==> src/hdl/mdc_pkg.sv <==
// Function
// - charge, fast, slow, then charge next period.
// - unfinished charge continues across period boundary.
// - leave charge only on filtered charge-limit.
// - unfinished fast decay continues into next period.
// - fast to slow on filtered decay-switch.
// - decay-switch ignored during blank, acted after.
// - both comparators pass noise filters first.
// - forward current gate patterns per mode.
// - reverse current swaps diagonals, slow unchanged.
// - dead interval, all off, between patterns.
// - fixed oscillator and chopping period derived.
// - regulation uses only the three modes.
package mdc_pkg;
  // system clock rate
  localparam int SYS_MHZ = 250;
  localparam int SYS_HZ = 250_000_000;
  // internal oscillator and chopping frequencies
  localparam int OSC_HZ = 1_080_000;
  localparam int CHOP_HZ = 67_500;
  // system cycles per oscillator tick, rounded down
  localparam int OSC_DIV = SYS_HZ / OSC_HZ;
  // oscillator ticks per chopping period
  localparam int CHOP_RATIO = OSC_HZ / CHOP_HZ;
  // dead interval, least time, rounded up
  localparam int DEAD_NS = 100;
  localparam int DEAD_CYC = (DEAD_NS * SYS_MHZ + 999) / 1000;
  // noise filter stable time, least time, rounded up
  localparam int FILT_NS = 200;
  localparam int FILT_CYC = (FILT_NS * SYS_MHZ + 999) / 1000;
  // decay blanking length in oscillator ticks
  localparam int BLANK_TICKS = 2;
  // gate vector bit positions
  localparam int GATE_W = 4;
  localparam int G_HS1 = 0;
  localparam int G_HS2 = 1;
  localparam int G_LS1 = 2;
  localparam int G_LS2 = 3;
  // gate patterns {ls2, ls1, hs2, hs1}
  localparam logic [3:0] PAT_OFF = 4'h0;
  localparam logic [3:0] PAT_DIAG_A = 4'h9; // hs1 + ls2
  localparam logic [3:0] PAT_DIAG_B = 4'h6; // hs2 + ls1
  localparam logic [3:0] PAT_LOWS = 4'hc; // ls1 + ls2
  // bridge modes
  typedef enum logic [1:0] {
    MDC_CHARGE = 2'b00,
    MDC_FAST = 2'b01,
    MDC_SLOW = 2'b10
  } mdc_mode_t;
  // gate pattern for a mode and current direction
  function automatic logic [3:0] mdc_pattern(input mdc_mode_t m, input logic rev);
    logic [3:0] p;
    p = PAT_OFF;
    unique case (m)
      MDC_CHARGE: p = rev ? PAT_DIAG_B : PAT_DIAG_A;
      MDC_FAST: p = rev ? PAT_DIAG_A : PAT_DIAG_B;
      MDC_SLOW: p = PAT_LOWS;
      default: p = PAT_OFF;
    endcase
    return p;
  endfunction
endpackage

==> src/hdl/mdc_chopper.sv <==
// per-channel mixed decay chopper with bridge gate drive
module mdc_chopper #(
  parameter int OSC_DIV = mdc_pkg::OSC_DIV,
  parameter int CHOP_RATIO = mdc_pkg::CHOP_RATIO,
  parameter int BLANK_TICKS = mdc_pkg::BLANK_TICKS,
  parameter int DEAD_CYC = mdc_pkg::DEAD_CYC,
  parameter int FILT_CYC = mdc_pkg::FILT_CYC
) (
  input wire logic SYS_CLK_I,
  input wire logic RST_I,
  input wire logic CHG_LIMIT_I,
  input wire logic DECAY_SW_I,
  input wire logic DIR_REV_I,
  output logic HS1_O,
  output logic HS2_O,
  output logic LS1_O,
  output logic LS2_O,
  output logic [1:0] MODE_O
);
  localparam int OW = $clog2(OSC_DIV + 1);
  localparam int CW = $clog2(CHOP_RATIO + 1);
  localparam int BW = $clog2(BLANK_TICKS + 1);
  localparam int DW = $clog2(DEAD_CYC + 1);
  localparam int FW = $clog2(FILT_CYC + 1);
  localparam int NPIN = 3;

  // pin synchroniser stages and accepted levels
  logic [NPIN-1:0] s1_r, s2_r, s3_r, acc_r;
  // filtered comparator levels, bit 0 charge limit, bit 1 decay switch
  logic [1:0] flt_w;
  logic [FW-1:0] fcnt_w [2];
  logic chg_flt, dec_flt, dir_rev;
  // oscillator and chopping dividers
  logic [OW-1:0] osc_cnt_r;
  logic [CW-1:0] chop_cnt_r;
  logic osc_tick, chop_tick;
  // mode machine and blanking
  mdc_pkg::mdc_mode_t mode_r, mode_nxt;
  logic [BW-1:0] blank_r;
  logic blank_done;
  // gate drive with dead interval
  logic [3:0] gate_r, tgt_w, cur_r;
  logic [DW-1:0] dead_r;
  logic dead_busy_r;

  // three-stage sync, change accepted when stages two and three agree
  always_ff @(posedge SYS_CLK_I) begin
    if (RST_I) begin
      s1_r <= '0;
      s2_r <= '0;
      s3_r <= '0;
      acc_r <= '0;
    end else begin
      s1_r <= {DIR_REV_I, DECAY_SW_I, CHG_LIMIT_I};
      s2_r <= s1_r;
      s3_r <= s2_r;
      // stages agree: take their level; stages differ: hold
      acc_r <= (s2_r & s3_r) | (acc_r & (s2_r ^ s3_r));
    end
  end

  // noise filters: level must hold for FILT_CYC cycles
  for (genvar g = 0; g < 2; g++) begin : g_filt
    logic [FW-1:0] cnt_r; // cycles the new level has held
    logic lvl_r; // filtered level
    always_ff @(posedge SYS_CLK_I) begin
      if (RST_I) begin
        cnt_r <= '0;
        lvl_r <= 1'b0;
      end else if (acc_r[g] == lvl_r) begin
        cnt_r <= '0; // no pending change
      end else if (cnt_r == FW'(FILT_CYC - 1)) begin
        cnt_r <= '0;
        lvl_r <= acc_r[g];
      end else begin
        cnt_r <= cnt_r + 1'b1;
      end
    end
    assign flt_w[g] = lvl_r;
    assign fcnt_w[g] = cnt_r;
  end

  assign chg_flt = flt_w[0];
  assign dec_flt = flt_w[1];
  assign dir_rev = acc_r[2];

  // oscillator tick from the system clock
  always_ff @(posedge SYS_CLK_I) begin
    if (RST_I) begin
      osc_cnt_r <= '0;
    end else if (osc_tick) begin
      osc_cnt_r <= '0;
    end else begin
      osc_cnt_r <= osc_cnt_r + 1'b1;
    end
  end
  assign osc_tick = (osc_cnt_r == OW'(OSC_DIV - 1));

  // chopping period as a fixed divide of the oscillator
  always_ff @(posedge SYS_CLK_I) begin
    if (RST_I) begin
      chop_cnt_r <= '0;
    end else if (chop_tick) begin
      chop_cnt_r <= '0;
    end else if (osc_tick) begin
      chop_cnt_r <= chop_cnt_r + 1'b1;
    end
  end
  assign chop_tick = osc_tick && (chop_cnt_r == CW'(CHOP_RATIO - 1));

  // next mode
  always_comb begin
    mode_nxt = mode_r;
    unique case (mode_r)
      mdc_pkg::MDC_CHARGE: begin
        // period tick does not restart an unfinished charge
        if (chg_flt) mode_nxt = mdc_pkg::MDC_FAST;
      end
      mdc_pkg::MDC_FAST: begin
        // switch waits for blanking, period tick ignored
        if (blank_done && dec_flt) mode_nxt = mdc_pkg::MDC_SLOW;
      end
      mdc_pkg::MDC_SLOW: begin
        if (chop_tick) mode_nxt = mdc_pkg::MDC_CHARGE;
      end
      default: mode_nxt = mdc_pkg::MDC_CHARGE;
    endcase
  end

  // mode register
  always_ff @(posedge SYS_CLK_I) begin
    if (RST_I) begin
      mode_r <= mdc_pkg::MDC_CHARGE;
    end else begin
      mode_r <= mode_nxt;
    end
  end

  // blanking counter, loaded on fast entry, counts oscillator ticks
  always_ff @(posedge SYS_CLK_I) begin
    if (RST_I) begin
      blank_r <= '0;
    end else if (mode_r != mdc_pkg::MDC_FAST && mode_nxt == mdc_pkg::MDC_FAST) begin
      blank_r <= BW'(BLANK_TICKS);
    end else if (osc_tick && blank_r != '0) begin
      blank_r <= blank_r - 1'b1;
    end
  end
  assign blank_done = (blank_r == '0);

  // target gate pattern
  assign tgt_w = mdc_pkg::mdc_pattern(mode_r, dir_rev);

  // gate drive: all off for DEAD_CYC before any new pattern
  always_ff @(posedge SYS_CLK_I) begin
    if (RST_I) begin
      gate_r <= mdc_pkg::PAT_OFF;
      cur_r <= mdc_pkg::PAT_OFF;
      dead_r <= '0;
      dead_busy_r <= 1'b0;
    end else if (dead_busy_r) begin
      if (dead_r == DW'(1)) begin
        gate_r <= tgt_w;
        cur_r <= tgt_w;
        dead_busy_r <= 1'b0;
      end else begin
        dead_r <= dead_r - 1'b1;
      end
    end else if (tgt_w != cur_r) begin
      gate_r <= mdc_pkg::PAT_OFF;
      dead_r <= DW'(DEAD_CYC);
      dead_busy_r <= 1'b1;
    end
  end

  assign HS1_O = gate_r[mdc_pkg::G_HS1];
  assign HS2_O = gate_r[mdc_pkg::G_HS2];
  assign LS1_O = gate_r[mdc_pkg::G_LS1];
  assign LS2_O = gate_r[mdc_pkg::G_LS2];
  assign MODE_O = mode_r;

  // helper: mode and direction that produced the applied pattern
  logic [1:0] app_mode_r;
  logic app_rev_r;
  always_ff @(posedge SYS_CLK_I) begin
    if (RST_I) begin
      app_mode_r <= 2'h0;
      app_rev_r <= 1'b0;
    end else if (dead_busy_r && dead_r == DW'(1)) begin
      app_mode_r <= mode_r;
      app_rev_r <= dir_rev;
    end
  end

  // helper: cycles since the last chopping tick
  localparam int PER_CYC = OSC_DIV * CHOP_RATIO;
  localparam int PW = $clog2(PER_CYC + 1);
  logic [PW-1:0] chop_gap_r;
  always_ff @(posedge SYS_CLK_I) begin
    if (RST_I) begin
      chop_gap_r <= '0;
    end else if (chop_tick) begin
      chop_gap_r <= '0;
    end else begin
      chop_gap_r <= chop_gap_r + 1'b1;
    end
  end
endmodule

==> config.mk <==
export PLATFORM = sky130hd
export DESIGN_NAME = mdc_chopper
export DESIGN_NICKNAME = d
export VERILOG_FILES = /design/src/hdl/mdc_pkg.sv /design/src/hdl/mdc_chopper.sv
export SDC_FILE = /design/constraint.sdc
export NUM_CORES = 1
export LEC_CHECK = 0
export BUFFER_PORTS_ARGS = -buffer_cell sky130_fd_sc_hd__buf_2
export CAP_MARGIN = 20
export CORE_ASPECT_RATIO = 1.1
export CORE_MARGIN = 3
export CORE_UTILIZATION = 60
export CTS_BUF_LIST = sky130_fd_sc_hd__clkbuf_8
export CTS_CLUSTER_DIAMETER = 100
export CTS_CLUSTER_SIZE = 8
export DETAILED_ROUTE_END_ITERATION = 10
export PLACE_DENSITY = 0.8
export SYNTH_ARGS = -nofsm -noshare
export SYNTH_HDL_FRONTEND = slang
export SYNTH_SLANG_ARGS = --single-unit
==> constraint.sdc <==
create_clock -name SYS_CLK_I -period 4.1 [get_ports SYS_CLK_I]
set_input_delay 0 -clock SYS_CLK_I [delete_from_list [all_inputs] [get_ports SYS_CLK_I]]
set_output_delay 0 -clock SYS_CLK_I [all_outputs]
set_load 0.01 [all_outputs]
==> out/qor.yml <==
timing:
  fin_skew_ns: 0.00677
  timing.max_slew.rel_slack: 0.541
  setup_ws_ns: 2.26
  grt_setup_unrepaired: "false"
  fin_crit_ns: 1.84
  finalSetupViolations: 0
  whs_ns: 0.198
  max_freq_mhz: 545
  slew_violations: 0
  tightest_slew_ns: 0.689
  hold_violations: 0
  tns_ns: 0
  period_share: 0.448
final_layout:
  drive_above_1_share: 0.111
  ff_latch_area_um2: 1140
  final_util: 0.706
  layout_common_cells: "dfxtp_1 (57), nor2_1 (36), nand3_1 (16), a21oi_1 (14), ha_1 (14)"
  nets: 302
  fill_cells: 332
  multi_input_area_um2: 1290
  layout_commonest_cell: "dfxtp_1"
  layout.cells.non_filler: 340
  n_antenna_cell: 0
  fin_area_um2: 2840
  area_growth_pct: 12.4
critical_path:
  crit_path_end_kind: "register"
  worstSetupEndpoint: "dead_r[1]"
  timing_worst_setup_path_type: "register to register"
  reg2reg_depth: 6
  start_kind: "register"
  rr_endpoint: "dead_r[1]"
  cp_max_fo: 8
  ff2ff_setup_slack_ns: 2.26
  cp.required_ns: 4.33
  arrival_ns: 2.06
  reg2reg_from: "dead_r[1]"
  crit_path_start: "dead_r[1]"
routing:
  viasPerCell: 5.68
  route.met2.wl_mm: 2.33
  ant_nets: 0
  maxUsedRoutingLayer: "met4"
  firstDrtPassIters: 4
  wl_per_cell_um: 13.5
  first_iter_violations: 47
  drt-total-wl_mm: 4.59
  drc_errors: 0
  routed-via-count: 1932
  wl_met3_um: 172
  drt-met1-wl_mm: 2.05
logic_synthesis:
  synth_flop_cell: "dfxtp_1"
  synth.avg_cell_area_um2: 9.36
  synthCells: 270
  netlist_area_um2: 2530
  yosysSeqAreaShare: 0.452
  synth_seq_cells: 57
  synth_area_leaders: "dfxtp_1 (45%), ha_1 (6.9%), nor2_1 (5.3%)"
  synth_fp_nets: 289
  synth_edf_count: 0
  yosys.area.top_type: "dfxtp_1"
  synth_top_area_share: 0.452
  yosys_warnings: 0
  synth_cell_types: 45
  ys_async_sr_fraction: 0
cts:
  htree_levels: 3
  postCtsHoldBufs: 3
  numCtsBuffers: 9
  cts_num_sinks: 57
  clkTransAtPathRegs_ns: 0.07
  cts.repair.resized: 0
  cts_post_setup_buffers_inserted: 0
  cts_tree: "built"
  clk_path_buf_depth: 2
  cts_root_buffer: "clkbuf_8"
  worstSkewPairLatency_ns: 0.33
pwr:
  p_total_mw: 1.36
  powerDensity_nw_per_um2: 478
  p_seq_frac: 0.476
  p_clk_frac: 0.402
  pwr-share-comb: 0.122
  ir_drop_mv: 0.383
  swShare: 0.266
  power.internal_mw: 0.995
  power_leakage_nw: 1.05
  switchingPower_mw: 0.361
grt:
  grt.total_usage: 0.207
  grt-ovfl-total: 0
  grt_pass1_vias: 1789
  grt_pass1_wl_mm: 7.70
  antenna_found_initial: 0
  grt_max_degree: 42
floorplanning:
  initial_core_util: 0.628
  pin_count: 11
  die_h_um: 74.1
  die_w_um: 67.9
  num_rows: 24
  core_area_um2: 4020
  dieArea_um2: 5030
min_path:
  hp-class: "input port to register"
placement:
  gp_congestion: 0.764
  placed_cells: 321
  post_dp_cell_area_um2: 2590
  place_ws_ns: 2.27
  hpwl_mm: 3.12
  portBuffers: 10
run:
  drv_cap: 0
run_status:
  status: "finished clean"
## metal layers
layer | track usage | vias to the layer above
met1 | 0.243 | 927
met2 | 0.341 | 30
met3 | 0.0680 | 4
met4 | 0.0993 | 0
li1 | - | 971
met5 | 0 | -
## sequential cells by signal, summed over array words and instances, names as in the netlist, 3 cells and up
name,count
chop_cnt_r,5
s1_r,3
dead_r,5
osc_cnt_r,8
gate_r,4
s2_r,3
g_filt.cnt_r,12
s3_r,3
cur_r,4
acc_r,3
## cell type report
type                            instances  area share
Multi-Input combinational cell        189       0.454
Sequential cell                        57       0.402
Clock buffer                           12      0.0582
Timing Repair Buffer                   13      0.0282
Tap cell                               52      0.0229
Clock inverter                          4      0.0176
Inverter                               13      0.0172
## synthesized netlist by cell type, drive strengths merged (2+ instances only)
master   count
or3          7
o211ai       2
nand3       16
nand2       13
xnor2       13
nand2b       2
o2111ai      5
nand4        4
a21oi       14
nand4b       3
a31oi        8
nand3b       2
o22ai        3
inv         13
nor2b       10
buf          3
ha          14
nor2        36
mux2i        2
clkbuf       8
xor2         8
nor3         2
dfxtp       57
nor4b        2
and3         4
o21ai        5
## logic make-up (layout without fill, tap and decap cells)
family                   Yosys count  count (layout)  synth area share
adder cells (fa/ha/maj)           14              14            0.0693
multiplexers                       3               3            0.0124
AO/OA/AOI/OAI                     43              43             0.116
buffers and inverters             24              42            0.0381
flip-flops                        57              57             0.452
AND/OR/NAND/NOR                  107             107             0.228
XOR/XNOR                          22              22            0.0847
## worst min path at each step
stage                     cells past startpoint             to         from  slack (ns)
after floorplan                               1        s1_r[0]  CHG_LIMIT_I        0.13
after global placement                        2        s1_r[2]    DIR_REV_I        0.22
after detailed placement                      2        s1_r[0]  CHG_LIMIT_I        0.22
after CTS                                     2  chop_cnt_r[0]        RST_I        0.19
after global routing                          2  chop_cnt_r[0]        RST_I        0.21
final                                         2  chop_cnt_r[0]        RST_I        0.20
## power groups by stage
stage                     registers [mW]  clock network (mW)  logic (mW)
after floorplan                    0.634                   0       0.143
after global placement             0.653                   0       0.152
after detailed placement           0.655                   0       0.161
after CTS                          0.643               0.557       0.164
after global routing               0.652               0.584       0.186
final                              0.645               0.546       0.165
## critical path, cell delays in order, from the launching register on
cell     delay [ns]
dfxtp_1        0.34
inv_1          0.09
ha_1           0.18
or4b_1         0.60
nand2_1        0.19
o31ai_1        0.09
a41o_1         0.23
(Power assumes the default switching activity.)
